<file path="src/include/mav_pkg.sv">
// Shared constants and types for the algorithm variable readback bank
package mav_pkg;
    // Bus and bank geometry
    localparam int AW = 16;
    localparam int DW = 32;
    localparam int IDXW = 12;
    localparam int NREG = 36;
    localparam int NARROW_W = 16;
    localparam int IDX_LSB = 2;
    localparam int IDX_MSB = 13;

    // Register indices; byte address is four times the index
    localparam logic [IDXW-1:0] REG_IDX [NREG] = '{
        12'h190, 12'h196, 12'h410, 12'h440, 12'h442, 12'h444,
        12'h468, 12'h472, 12'h476, 12'h47A, 12'h47C, 12'h47E,
        12'h4B6, 12'h4B8, 12'h4D2, 12'h4D4, 12'h4D6, 12'h4D8,
        12'h4E2, 12'h4E4, 12'h4E6, 12'h4E8, 12'h524, 12'h53C,
        12'h54C, 12'h5D4, 12'h606, 12'h608, 12'h682, 12'h68C,
        12'h6C0, 12'h704, 12'h74A, 12'h74C, 12'h75A, 12'h75E
    };
    // Slots of the operating state code, the speed and the bus current readbacks
    localparam logic [NREG-1:0] REG_NARROW = 36'h0_0000_00C1;
    localparam int SLOT_STATE = 0;
    localparam int SLOT_SPEED = 1;
    localparam int SLOT_BUS_CURRENT = 2;
    localparam logic [DW-1:0] VAL_RESET = 32'h0000_0000;

    // Control and status registers of the bank itself
    localparam logic [IDXW-1:0] IDX_CTRL = 12'h7F0;
    localparam logic [IDXW-1:0] IDX_STAT = 12'h7F2;
    localparam int CTRL_ROERR_BIT = 0;
    localparam int STAT_CNT_W = 16;
    localparam int STAT_ROERR_BIT = 16;
    localparam int STAT_FAULT_BIT = 17;
    localparam int STAT_MEAS_BIT = 18;
    localparam int STAT_IDLE_BIT = 19;
    localparam int STAT_LANE = 2;

    // Operating state codes
    localparam logic [15:0] ST_IDLE = 16'h0000;
    localparam logic [15:0] ST_INITIAL_SPEED_DETECTION = 16'h0001;
    localparam logic [15:0] ST_OUTPUTS_FLOATING = 16'h0002;
    localparam logic [15:0] ST_ALIGN = 16'h0006;
    localparam logic [15:0] ST_OPEN_LOOP = 16'h0007;
    localparam logic [15:0] ST_FAULT = 16'h000E;
    localparam logic [15:0] ST_PARAMETER_MEASUREMENT_FIRST = 16'h0010;
    localparam logic [15:0] ST_PARAMETER_MEASUREMENT_LAST = 16'h0017;

    // Bus responses
    localparam logic [1:0] RESP_OKAY = 2'h0;
    localparam logic [1:0] RESP_SLVERR = 2'h2;
    localparam logic [1:0] RESP_DECERR = 2'h3;

    typedef enum logic [1:0] {
        WR_COLLECT = 2'b01,
        WR_RESP = 2'b10
    } mav_wr_t;

    typedef enum logic [1:0] {
        RD_IDLE = 2'b01,
        RD_RESP = 2'b10
    } mav_rd_t;
endpackage : mav_pkg

</file>
<file path="src/design/mav_readback.sv">
// Algorithm variable readback bank with an AXI4-Lite slave port
//
// Functional notes
// - State code at 190h, commutation speed at 196h, bus current at 410h.
// - State code is read-only, 16 bits, resets to zero, documented codes.
// - Speed feedback is read-only unsigned 32 bits, fraction of top speed times 2^27.
// - Bus current is read-only signed 32 bits, two's complement.
// - Amperes equal value over 2^27 times base current over 8.
//
// Chosen here: the AXI4-Lite slave port.
module mav_readback (
    // Clock, reset and enable
    input wire logic aclk,
    input wire logic aresetn,
    input wire logic clk_en,
    // Write address channel
    input wire logic [mav_pkg::AW-1:0] awaddr,
    input wire logic [2:0] awprot,
    input wire logic awvalid,
    output logic awready,
    // Write data channel
    input wire logic [mav_pkg::DW-1:0] wdata,
    input wire logic [3:0] wstrb,
    input wire logic wvalid,
    output logic wready,
    // Write response channel
    output logic [1:0] bresp,
    output logic bvalid,
    input wire logic bready,
    // Read address channel
    input wire logic [mav_pkg::AW-1:0] araddr,
    input wire logic [2:0] arprot,
    input wire logic arvalid,
    output logic arready,
    // Read data channel
    output logic [mav_pkg::DW-1:0] rdata,
    output logic [1:0] rresp,
    output logic rvalid,
    input wire logic rready,
    // Values computed by the control algorithm
    input wire logic upd_valid,
    input wire logic [mav_pkg::IDXW-1:0] upd_index,
    input wire logic [mav_pkg::DW-1:0] upd_data
);

    typedef struct packed {
        mav_pkg::mav_wr_t wr;
        mav_pkg::mav_rd_t rd;
        logic aw_got;
        logic w_got;
        logic aw_bad;
        logic [mav_pkg::IDXW-1:0] aw_idx;
        logic [mav_pkg::DW-1:0] wdata;
        logic [3:0] wstrb;
        logic awready;
        logic wready;
        logic bvalid;
        logic [1:0] bresp;
        logic arready;
        logic rvalid;
        logic [1:0] rresp;
        logic [mav_pkg::DW-1:0] rdata;
        logic ro_err_en;
        logic ro_err_flag;
        logic [mav_pkg::STAT_CNT_W-1:0] upd_cnt;
        logic [mav_pkg::NREG-1:0][mav_pkg::DW-1:0] vals;
    } mav_state_t;

    localparam mav_state_t STATE_RESET = '{
        wr: mav_pkg::WR_COLLECT,
        rd: mav_pkg::RD_IDLE,
        aw_idx: '0,
        wdata: '0,
        wstrb: '0,
        bresp: mav_pkg::RESP_OKAY,
        rresp: mav_pkg::RESP_OKAY,
        rdata: '0,
        upd_cnt: '0,
        vals: {mav_pkg::NREG{mav_pkg::VAL_RESET}},
        default: 1'b0
    };

    mav_state_t s_r;
    mav_state_t s_nxt;

    // Per-entry address matches and the value each entry would read
    logic [mav_pkg::NREG-1:0] upd_hit;
    logic [mav_pkg::NREG-1:0] rd_hit;
    logic [mav_pkg::NREG-1:0] wr_hit;
    logic [mav_pkg::NREG-1:0][mav_pkg::DW-1:0] cur_val;
    logic [mav_pkg::NREG-1:0][mav_pkg::DW-1:0] new_val;

    logic [mav_pkg::IDXW-1:0] ar_idx;
    logic [mav_pkg::IDXW-1:0] aw_idx_in;
    logic ar_bad;
    logic aw_bad_in;

    assign ar_idx = araddr[mav_pkg::IDX_MSB:mav_pkg::IDX_LSB];
    assign aw_idx_in = awaddr[mav_pkg::IDX_MSB:mav_pkg::IDX_LSB];
    // Upper bits and the byte offset inside a word must be zero
    assign ar_bad = (araddr[mav_pkg::AW-1:mav_pkg::IDX_MSB+1] != '0)
                    || (araddr[mav_pkg::IDX_LSB-1:0] != '0);
    assign aw_bad_in = (awaddr[mav_pkg::AW-1:mav_pkg::IDX_MSB+1] != '0)
                       || (awaddr[mav_pkg::IDX_LSB-1:0] != '0);

    genvar gi;
    generate
        for (gi = 0; gi < mav_pkg::NREG; gi++) begin : g_entry
            assign upd_hit[gi] = upd_valid
                                 && (upd_index == mav_pkg::REG_IDX[gi]);
            assign rd_hit[gi] = !ar_bad && (ar_idx == mav_pkg::REG_IDX[gi]);
            assign wr_hit[gi] = s_r.aw_idx == mav_pkg::REG_IDX[gi];
            // Narrow registers keep only the low half; upper bits read zero
            assign new_val[gi] = mav_pkg::REG_NARROW[gi]
                ? {{(mav_pkg::DW-mav_pkg::NARROW_W){1'b0}},
                   upd_data[mav_pkg::NARROW_W-1:0]}
                : upd_data;
            // A read that meets an update in the same cycle sees the update
            assign cur_val[gi] = upd_hit[gi] ? new_val[gi] : s_r.vals[gi];
        end
    endgenerate

    // Decoded view of the stored operating state code
    logic [15:0] state_code;
    logic st_fault;
    logic st_meas;
    logic st_idle;

    assign state_code =
        s_r.vals[mav_pkg::SLOT_STATE][mav_pkg::NARROW_W-1:0];
    assign st_fault = state_code == mav_pkg::ST_FAULT;
    assign st_idle = state_code == mav_pkg::ST_IDLE;
    assign st_meas = (state_code >= mav_pkg::ST_PARAMETER_MEASUREMENT_FIRST)
                     && (state_code <= mav_pkg::ST_PARAMETER_MEASUREMENT_LAST);

    logic [mav_pkg::DW-1:0] stat_word;
    logic [mav_pkg::DW-1:0] ctrl_word;

    always_comb begin
        stat_word = '0;
        stat_word[mav_pkg::STAT_CNT_W-1:0] = s_r.upd_cnt;
        stat_word[mav_pkg::STAT_ROERR_BIT] = s_r.ro_err_flag;
        stat_word[mav_pkg::STAT_FAULT_BIT] = st_fault;
        stat_word[mav_pkg::STAT_MEAS_BIT] = st_meas;
        stat_word[mav_pkg::STAT_IDLE_BIT] = st_idle;
        ctrl_word = '0;
        ctrl_word[mav_pkg::CTRL_ROERR_BIT] = s_r.ro_err_en;
    end

    always_comb begin
        logic rd_mapped;
        logic wr_mapped;
        logic aw_take;
        logic w_take;
        logic err_set;
        logic err_clr;
        logic [mav_pkg::DW-1:0] rd_word;
        logic [1:0] rd_resp;

        rd_mapped = 1'b0;
        wr_mapped = 1'b0;
        aw_take = 1'b0;
        w_take = 1'b0;
        err_set = 1'b0;
        err_clr = 1'b0;
        rd_word = '0;
        rd_resp = mav_pkg::RESP_DECERR;
        s_nxt = s_r;

        // Values from the algorithm land in their slot on the next edge
        for (int i = 0; i < mav_pkg::NREG; i++) begin
            if (upd_hit[i]) begin
                s_nxt.vals[i] = new_val[i];
            end
        end
        if (|upd_hit) begin
            s_nxt.upd_cnt = s_r.upd_cnt + 1'b1;
        end

        // Read path: one read in flight, answered the cycle after it is taken
        for (int i = 0; i < mav_pkg::NREG; i++) begin
            if (rd_hit[i]) begin
                rd_mapped = 1'b1;
                rd_word = cur_val[i];
            end
        end
        if (!ar_bad && ar_idx == mav_pkg::IDX_CTRL) begin
            rd_mapped = 1'b1;
            rd_word = ctrl_word;
        end
        if (!ar_bad && ar_idx == mav_pkg::IDX_STAT) begin
            rd_mapped = 1'b1;
            rd_word = stat_word;
        end
        if (rd_mapped) begin
            rd_resp = mav_pkg::RESP_OKAY;
        end else begin
            rd_word = '0;
        end

        case (s_r.rd)
            mav_pkg::RD_IDLE: begin
                if (s_r.arready && arvalid) begin
                    s_nxt.rdata = rd_word;
                    s_nxt.rresp = rd_resp;
                    s_nxt.rvalid = 1'b1;
                    s_nxt.rd = mav_pkg::RD_RESP;
                end
            end
            mav_pkg::RD_RESP: begin
                if (rready) begin
                    s_nxt.rvalid = 1'b0;
                    s_nxt.rd = mav_pkg::RD_IDLE;
                end
            end
            default: begin
                s_nxt.rvalid = 1'b0;
                s_nxt.rd = mav_pkg::RD_IDLE;
            end
        endcase
        s_nxt.arready = s_nxt.rd == mav_pkg::RD_IDLE;

        // Write path: address and data are collected in either order
        for (int i = 0; i < mav_pkg::NREG; i++) begin
            if (wr_hit[i]) begin
                wr_mapped = 1'b1;
            end
        end

        case (s_r.wr)
            mav_pkg::WR_COLLECT: begin
                aw_take = s_r.awready && awvalid;
                w_take = s_r.wready && wvalid;
                if (aw_take) begin
                    s_nxt.aw_got = 1'b1;
                    s_nxt.aw_idx = aw_idx_in;
                    s_nxt.aw_bad = aw_bad_in;
                end
                if (w_take) begin
                    s_nxt.w_got = 1'b1;
                    s_nxt.wdata = wdata;
                    s_nxt.wstrb = wstrb;
                end
                if (s_r.aw_got && s_r.w_got) begin
                    s_nxt.aw_got = 1'b0;
                    s_nxt.w_got = 1'b0;
                    s_nxt.bvalid = 1'b1;
                    s_nxt.wr = mav_pkg::WR_RESP;
                    if (s_r.aw_bad) begin
                        s_nxt.bresp = mav_pkg::RESP_DECERR;
                        err_set = 1'b1;
                    end else if (s_r.aw_idx == mav_pkg::IDX_CTRL) begin
                        s_nxt.bresp = mav_pkg::RESP_OKAY;
                        if (s_r.wstrb[0]) begin
                            s_nxt.ro_err_en =
                                s_r.wdata[mav_pkg::CTRL_ROERR_BIT];
                        end
                    end else if (s_r.aw_idx == mav_pkg::IDX_STAT) begin
                        s_nxt.bresp = mav_pkg::RESP_OKAY;
                        err_clr = s_r.wstrb[mav_pkg::STAT_LANE]
                                  && s_r.wdata[mav_pkg::STAT_ROERR_BIT];
                    end else if (wr_mapped) begin
                        // Monitored values never change from the bus
                        s_nxt.bresp = s_r.ro_err_en
                                      ? mav_pkg::RESP_SLVERR
                                      : mav_pkg::RESP_OKAY;
                        err_set = 1'b1;
                    end else begin
                        s_nxt.bresp = mav_pkg::RESP_DECERR;
                        err_set = 1'b1;
                    end
                end
            end
            mav_pkg::WR_RESP: begin
                if (bready) begin
                    s_nxt.bvalid = 1'b0;
                    s_nxt.wr = mav_pkg::WR_COLLECT;
                end
            end
            default: begin
                s_nxt.bvalid = 1'b0;
                s_nxt.aw_got = 1'b0;
                s_nxt.w_got = 1'b0;
                s_nxt.wr = mav_pkg::WR_COLLECT;
            end
        endcase
        // Each ready drops once its own half is held so a second write cannot overtake
        s_nxt.awready = (s_nxt.wr == mav_pkg::WR_COLLECT) && !s_nxt.aw_got
                        && !(s_r.aw_got && s_r.w_got);
        s_nxt.wready = (s_nxt.wr == mav_pkg::WR_COLLECT) && !s_nxt.w_got
                       && !(s_r.aw_got && s_r.w_got);

        // Sticky refused-write flag; a new refusal beats a clear
        if (err_set) begin
            s_nxt.ro_err_flag = 1'b1;
        end else if (err_clr) begin
            s_nxt.ro_err_flag = 1'b0;
        end
    end

    always_ff @(posedge aclk) begin
        if (!aresetn) begin
            s_r <= STATE_RESET;
        end else if (clk_en) begin
            s_r <= s_nxt;
        end
    end

    assign awready = s_r.awready;
    assign wready = s_r.wready;
    assign bvalid = s_r.bvalid;
    assign bresp = s_r.bresp;
    assign arready = s_r.arready;
    assign rvalid = s_r.rvalid;
    assign rresp = s_r.rresp;
    assign rdata = s_r.rdata;

endmodule : mav_readback

</file>
<file path="config.mk">
export PLATFORM = sky130hd
export DESIGN_NAME = mav_readback
export DESIGN_NICKNAME = d
export VERILOG_FILES = /design/src/include/mav_pkg.sv /design/src/design/mav_readback.sv
export SDC_FILE = /design/constraint.sdc
export NUM_CORES = 2
export LEC_CHECK = 0
export BUFFER_PORTS_ARGS = -buffer_cell sky130_fd_sc_hd__buf_2
export CAP_MARGIN = 30
export CORE_UTILIZATION = 35
export DETAILED_ROUTE_END_ITERATION = 8
export GPL_TIMING_DRIVEN = 0
export PLACE_DENSITY = 0.58
export REMOVE_ABC_BUFFERS = 1
export SKIP_CTS_REPAIR_TIMING = 1
export SYNTH_ARGS = -nofsm -noshare
export SYNTH_HDL_FRONTEND = slang
export SYNTH_SLANG_ARGS = --single-unit
</file>
<file path="constraint.sdc">
create_clock -name aclk -period 3.5 [get_ports aclk]
set_input_delay 0.35 -clock aclk [delete_from_list [all_inputs] [get_ports aclk]]
set_output_delay 0.35 -clock aclk [all_outputs]
set_load 0.01 [all_outputs]
</file>
## Yosys cells after proc, flatten, opt, wreduce, memory -nomap -nowiden

Cells that the tools add are included.

| operators by class | value |
|---|---|
| shifts and indexed selects | 0 |
| $mul | 0 |
| divide/modulo/power cells | 0 |
| add/subtract/negate cells | 1 |
| $lt $le $gt $ge | 2 |
| muxes and demuxes | 183 |
| equal/unequal tests | 123 |
| reductions and logical operators | 106 |
| bitwise gates (word level) | 1 |

Operators by type and width:

| kind | count |
|---|---|
| 32-bit 2-to-1 mux | 75 |
| 12-bit by 11-bit equality test with 1-bit output (second input constant) | 106 |
| 1-bit 2-to-1 mux | 90 |
| 1-bit logical AND | 84 |
| 12-bit by 9-bit equality test with 1-bit output (second input constant) | 6 |
| 36-bit OR reduction | 1 |
| 35-bit 2-to-1 mux | 1 |
| 2-bit 2-to-1 mux | 11 |
| 3-bit AND reduction | 6 |
| 16-bit by 1-bit adder with 16-bit output (second input constant) | 1 |
| 16-bit by 4-bit equality test with 1-bit output (second input constant) | 1 |
| 16-bit by 5-bit >= comparator with 1-bit output (second input constant) | 1 |
| 16-bit by 5-bit less-or-equal comparator with 1-bit output (second input constant) | 1 |
| 16-bit logical NOT | 1 |
| 2-bit case mux with 2 select lines | 3 |
| 2-bit nonzero test | 5 |
| 2-bit by 1-bit equality test with 1-bit output (second input constant) | 4 |
| 2-bit inequality test (second input constant) | 4 |
| 6-bit AND reduction | 1 |
| 2-bit equality test (second input constant) | 2 |
| 1-bit logical NOT | 4 |
| 1-bit case mux with 2 select lines | 2 |
| 2-bit AND reduction | 2 |
| 3-bit 2-to-1 mux | 1 |
| 2 further kinds | 3 |

| word-level totals | value |
|---|---|
| memories kept | 0 |
| output and inout bits | 41 |
| latch bits | 0 |
| bits in read-only memories | 0 |
| memory bits (writable) | 0 |
| word-level logic and storage cells | 471 |
| register bits | 1250 |

## Longest topological paths before layout

| depth | value |
|---|---|
| depth in word-level cells | 45 |
| depth in mapped cells | 13 |
| gate-level depth less buffers | 11 |

## Least setup slack after synthesis

No wires, ideal clock.

| timing | value |
|---|---|
| kind | input port to flip-flop |
| start point | input upd_index[11] (netlist name) |
| end point | register s_r, in the netlist rdata[15] |
| arrival | 3029 ps |
| path buffers | 1 |
| cell stages on the path | 10 |
| setup slack | 354 ps |
| data required time | 3383 ps |
| path through | or4b_1 -> buf_4 -> nor4_2 -> mux2i_1 -> o22ai_1 -> or4_1 -> nor4_1 -> nand4_1 -> a32oi_1 -> o21ai_1 |

| on the way | value |
|---|---|
| cells in the longest elaborated chain, start to end | 42 |
| elaborated cells on any way between the ends | 147 |
| those cells by class | eq/ne: 36; mux: 75; reduce/logical: 36 |

RTL lines:

| element | line | source |
|---|---|---|
| from (decl) | mav_readback.sv:42 | `input wire logic [mav_pkg::IDXW-1:0] upd_index,` |
| 12-bit by 9-bit equality test with 1-bit output | mav_readback.sv:110 | `&& (upd_index == mav_pkg::REG_IDX[gi]);` |
| 1-bit logical AND | mav_readback.sv:110 |  |
| 32-bit 2-to-1 mux | - |  |
| 32-bit 2-to-1 mux (35 in series) | mav_readback.sv:182 | `if (rd_hit[i]) begin` |
| 32-bit 2-to-1 mux * | mav_readback.sv:182 |  |
| 32-bit 2-to-1 mux * | mav_readback.sv:187 | `if (!ar_bad && ar_idx == mav_pkg::IDX_CTRL) begin` |
| 32-bit 2-to-1 mux * | mav_readback.sv:191 | `if (!ar_bad && ar_idx == mav_pkg::IDX_STAT) begin` |
| 32-bit 2-to-1 mux * | mav_readback.sv:195 | `if (rd_mapped) begin` |
| to (signal assigned) | mav_readback.sv:305 | `s_r <= s_nxt;` |
| to (decl) | mav_readback.sv:83 | `mav_state_t s_r;` |

Mark *: on every way between the ends. The rest lies on a longest branch, timed or not.
A chain may end at the register's enable or synchronous reset.

## Final worst setup path

| timing | value |
|---|---|
| start point | input upd_index[9] (netlist name) |
| end point | register s_r, in the netlist rdata[3] |

The elaborated chain is that of the path after synthesis.

==> flow_summary_export.csv <==
group,metric,value,unit
status,run_status,"finished, violations left",
status,violations_in_the_final_reports,"negative hold slack, negative setup slack",
worst_setup_path,critical-path-max-stage-delay,0.77,ns
placed_design,place_congestion,0.985,
global_routing,grtUsageTotal,0.320,
cells_and_area,layout-area-overhead-vs-synth,19.8,%
routing,antenna_violating_nets_post_route,0,
placed_design,numPortBuffers,129,
synth,yosys_most_used_dff,"sky130_fd_sc_hd__dfxtp_1",
global_routing,grt_start_max_net_pins,161,
synth,synth-async-reset-ratio,0,
floorplanning,floorplan.io_pins,168,
global_routing,globalRouteMet2Util,0.464,
sta,clock-skew-final,0.0308,ns
routing,drt-initial-drc-count,10400,
placed_design,hpwl,209,mm
worst_setup_path,crit_path_frequent_cell,"sky130_fd_sc_hd__buf_6",
clock_tree,clk-insertion-delay-late,0.82,ns
sta,relSlewSlack,0.213,
floorplanning,std_cell_rows,156,
clock_tree,clk_root_buffer_cell,"sky130_fd_sc_hd__clkbuf_16",
global_routing,overflow,0,
worst_hold_path,worst_hold_path_type,"in -> reg",
routing,post_drt_via_cell_ratio,6.12,
worst_setup_path,crit_type,"in -> reg",
sta,hold-worst-slack,-0.00666,ns
sta,finalSetupTns,-1.97,ns
routing,firstDrtPassIters,9,
worst_setup_path,crit_path_top_delay_cell,"sky130_fd_sc_hd__o211ai_1",
clock_tree,htree_num_levels,4,
sta,max_freq,268,MHz
worst_setup_path,critical_path_fanouts_max,9,
run,number_of_max_cap_violations,0,
routing,detail_route.drc_violations,0,
synth,post_synthesis_cell_count,8406,
placed_design,pre_cts_slack,-2.39,ns
pwr,power-per-cell-area,398,nW/µm²
floorplanning,chipHeight,430,µm
cells_and_area,final_non_filler_cell_area,76700,µm²
sta,timing_hold_violations_final,2,
synth,synth_seq_cells,1233,
pwr,ir_worst_vdd,400,µV
worst_setup_path,worstRegToRegCells,9,
worst_setup_path,cell_by_cell_trace_of_the_critical_path,"buf_12, or4b_4, buf_12, nor4_4, buf_6, buf_6, buf_6, mux2i_1, o22ai_1, nor4_2, buf_4, nand4_1, o211ai_1, nand2_1",
placed_design,place_area,69700,µm²
clock_tree,numClockSinks,1233,
global_routing,busiest_grt_layer,"met2",
floorplanning,die-width,430,µm
sta,slew_violations,0,
worst_setup_path,regToRegSetupSlack,0.05,ns
clock_tree,tritoncts,"done",
pwr,p_leak,0.0249,µW
synth,synth_cell_types,91,
synth,synthesis.yosys.warnings,0,
floorplanning,initial_core_util,0.353,
cells_and_area,fin_nets,8394,
worst_setup_path,crit_path_start,"upd_index[9]",
worst_hold_path,min-delay-start,"arvalid",
routing,post_drt_wl_per_cell,29.2,µm
floorplanning,die-area,185000,µm²
sta,worstMarginPinSlew,1.18,ns
cells_and_area,non_filler_instance_count_after_layout,10800,
global_routing,grt_pass1_wl,433,mm
clock_tree,cts_inserted_buffers,136,
cells_and_area,post_route_cells_drive_above_1_share,0.135,
routing,detailroute.via_count,65900,
worst_setup_path,critPathRequiredTime,4.16,ns
global_routing,met3_usage,0.0890,
sta,rsz0062_at_grt,"yes",
worst_setup_path,r2r-start,"s_r[1262]",
placed_design,placed_cells_incl_taps,10300,
worst_setup_path,worst_setup_path_start_kind,"input port",
worst_hold_path,hold_path_depth,4,
worst_setup_path,crit-reg2reg-capture,"rdata[18]",
global_routing,number_of_antenna_violations_at_the_first_check_in_global_routing,43,
clock_tree,ctsLongestPathBuffers,3,
global_routing,first_global_vias,58100,
sta,final_critical_path_setup_slack,-0.232,ns
synth,synth-edff-count,0,
synth,synth_sequential_area_ratio,0.385,
clock_tree,clkSlewWorstSetupHoldPaths,0.06,ns
synth,synth_area_per_cell,7.62,µm²
worst_hold_path,hold_end,"rvalid",
sta,timing.final.crit_share,1.07,
worst_setup_path,critPathCaptureType,"flip-flop",
synth,syn-cell-area,64000,µm²
floorplanning,core,181000,µm²
sta,setup_viol,20,
global_routing,use_met1,0.413,
routing,wire_length_after_detailed_routing,314,mm
sta,finalWorstPathRequiredPeriod,3.73,ns
worst_setup_path,worst-endpoint-arrival,4.40,ns
cells_and_area,final_core_util,0.423,
## final cells by class
type	count	area, µm²
clock inverters	32	380
well taps	2370	2970
repair buffers	648	7640
inverters	17	73.8
clock buffers	213	4130
flip-flops and latches	1233	24700
multi-input cells	6226	36800
diodes	23	57.6
fillers	17800	105000
## per-layer routing
metal / vias up / share of wire
met5: - / 0.00057
met4: 26 / 0.076
met3: 1055 / 0.13
met2: 4509 / 0.42
met1: 31500 / 0.38
li1: 28800 / -
## layout by cell type, fill, tap and decap left out, types with 79 or more instances in the layout
| master | count |
|---|---|
| sky130_fd_sc_hd__buf_12 | 82 |
| sky130_fd_sc_hd__buf_2 | 113 |
| sky130_fd_sc_hd__nand2_1 | 2442 |
| sky130_fd_sc_hd__nor2_1 | 174 |
| sky130_fd_sc_hd__clkbuf_16 | 141 |
| sky130_fd_sc_hd__a21oi_1 | 1238 |
| sky130_fd_sc_hd__mux2i_1 | 995 |
| sky130_fd_sc_hd__nor4_1 | 79 |
| sky130_fd_sc_hd__o22ai_1 | 390 |
| sky130_fd_sc_hd__buf_4 | 232 |
| sky130_fd_sc_hd__dfxtp_1 | 1233 |
## synthesized netlist by cell type, types with 54 or more instances
library cell	count	area (µm²)
sky130_fd_sc_hd__a21oi_1	1240	6210
sky130_fd_sc_hd__nand3_1	83	415
sky130_fd_sc_hd__nand4_1	54	338
sky130_fd_sc_hd__nor4_1	128	801
sky130_fd_sc_hd__clkbuf_1	738	2770
sky130_fd_sc_hd__buf_4	55	413
sky130_fd_sc_hd__dfxtp_1	1233	24700
sky130_fd_sc_hd__nor3_1	68	340
sky130_fd_sc_hd__o21ai_0	64	320
sky130_fd_sc_hd__mux2i_1	998	9990
sky130_fd_sc_hd__and3_1	57	357
sky130_fd_sc_hd__buf_2	104	521
sky130_fd_sc_hd__o22ai_1	395	2470
sky130_fd_sc_hd__nor2_1	203	762
sky130_fd_sc_hd__nand2_1	2477	9300
## where the power goes
| part | internal (µW) | switching (µW) |
|---|---|---|
| logic | 346 | 1180 |
| registers | 14100 | 33.4 |
| clock network | 8560 | 6340 |
| total | 23000 | 7560 |
## kinds of logic (layout without fill, tap and decap cells)
family,count (synthesis),count (layout),share of synthesized area
compound gates,1923,1923,0.170
simple gates,3244,3247,0.216
fa+ha+maj,5,5,0.000977
flops,1233,1233,0.385
buf+inv,950,910,0.0625
other cells,0,23,0
xor+xnor,17,17,0.00233
mux,1034,1034,0.162
## worst max-delay path by stage
stage                 to  slack [ns]  depth (start not counted)
6_report        rdata[3]       -0.23                         14
5_1_grt        rdata[11]       -0.15                         15
4_1_cts        rdata[28]       -1.55                         14
3_5_place_dp   rdata[28]       -2.39                         14
3_3_place_gp   rdata[30]      -40.93                          9
2_1_floorplan  rdata[30]      -19.14                          8
## flip-flops by register name, summed over array words and instances (netlist names)
signal and count:
ctrl_word 1, rresp 1, rdata 32, rvalid 1, bvalid 1, awready 1, arready 1, wready 1
bresp 2, s_r 1192
## critical path, delay by kind of cell
family,cells,cell delay [ns]
buffers and inverters,6,1.13
multiplexers,1,0.21
AND/OR/NAND/NOR,5,1.78
AO/OA/AOI/OAI,2,0.89
## stage by stage
stage	hold WS, ns	power, µW
floorplan	0.412	14800
global placement	0.436	15700
detailed placement	0.443	15800
CTS	-0.245	30400
global route	0.0176	31100
finish	-0.00666	30500
No activity file was read; power rests on OpenSTA's default activity.
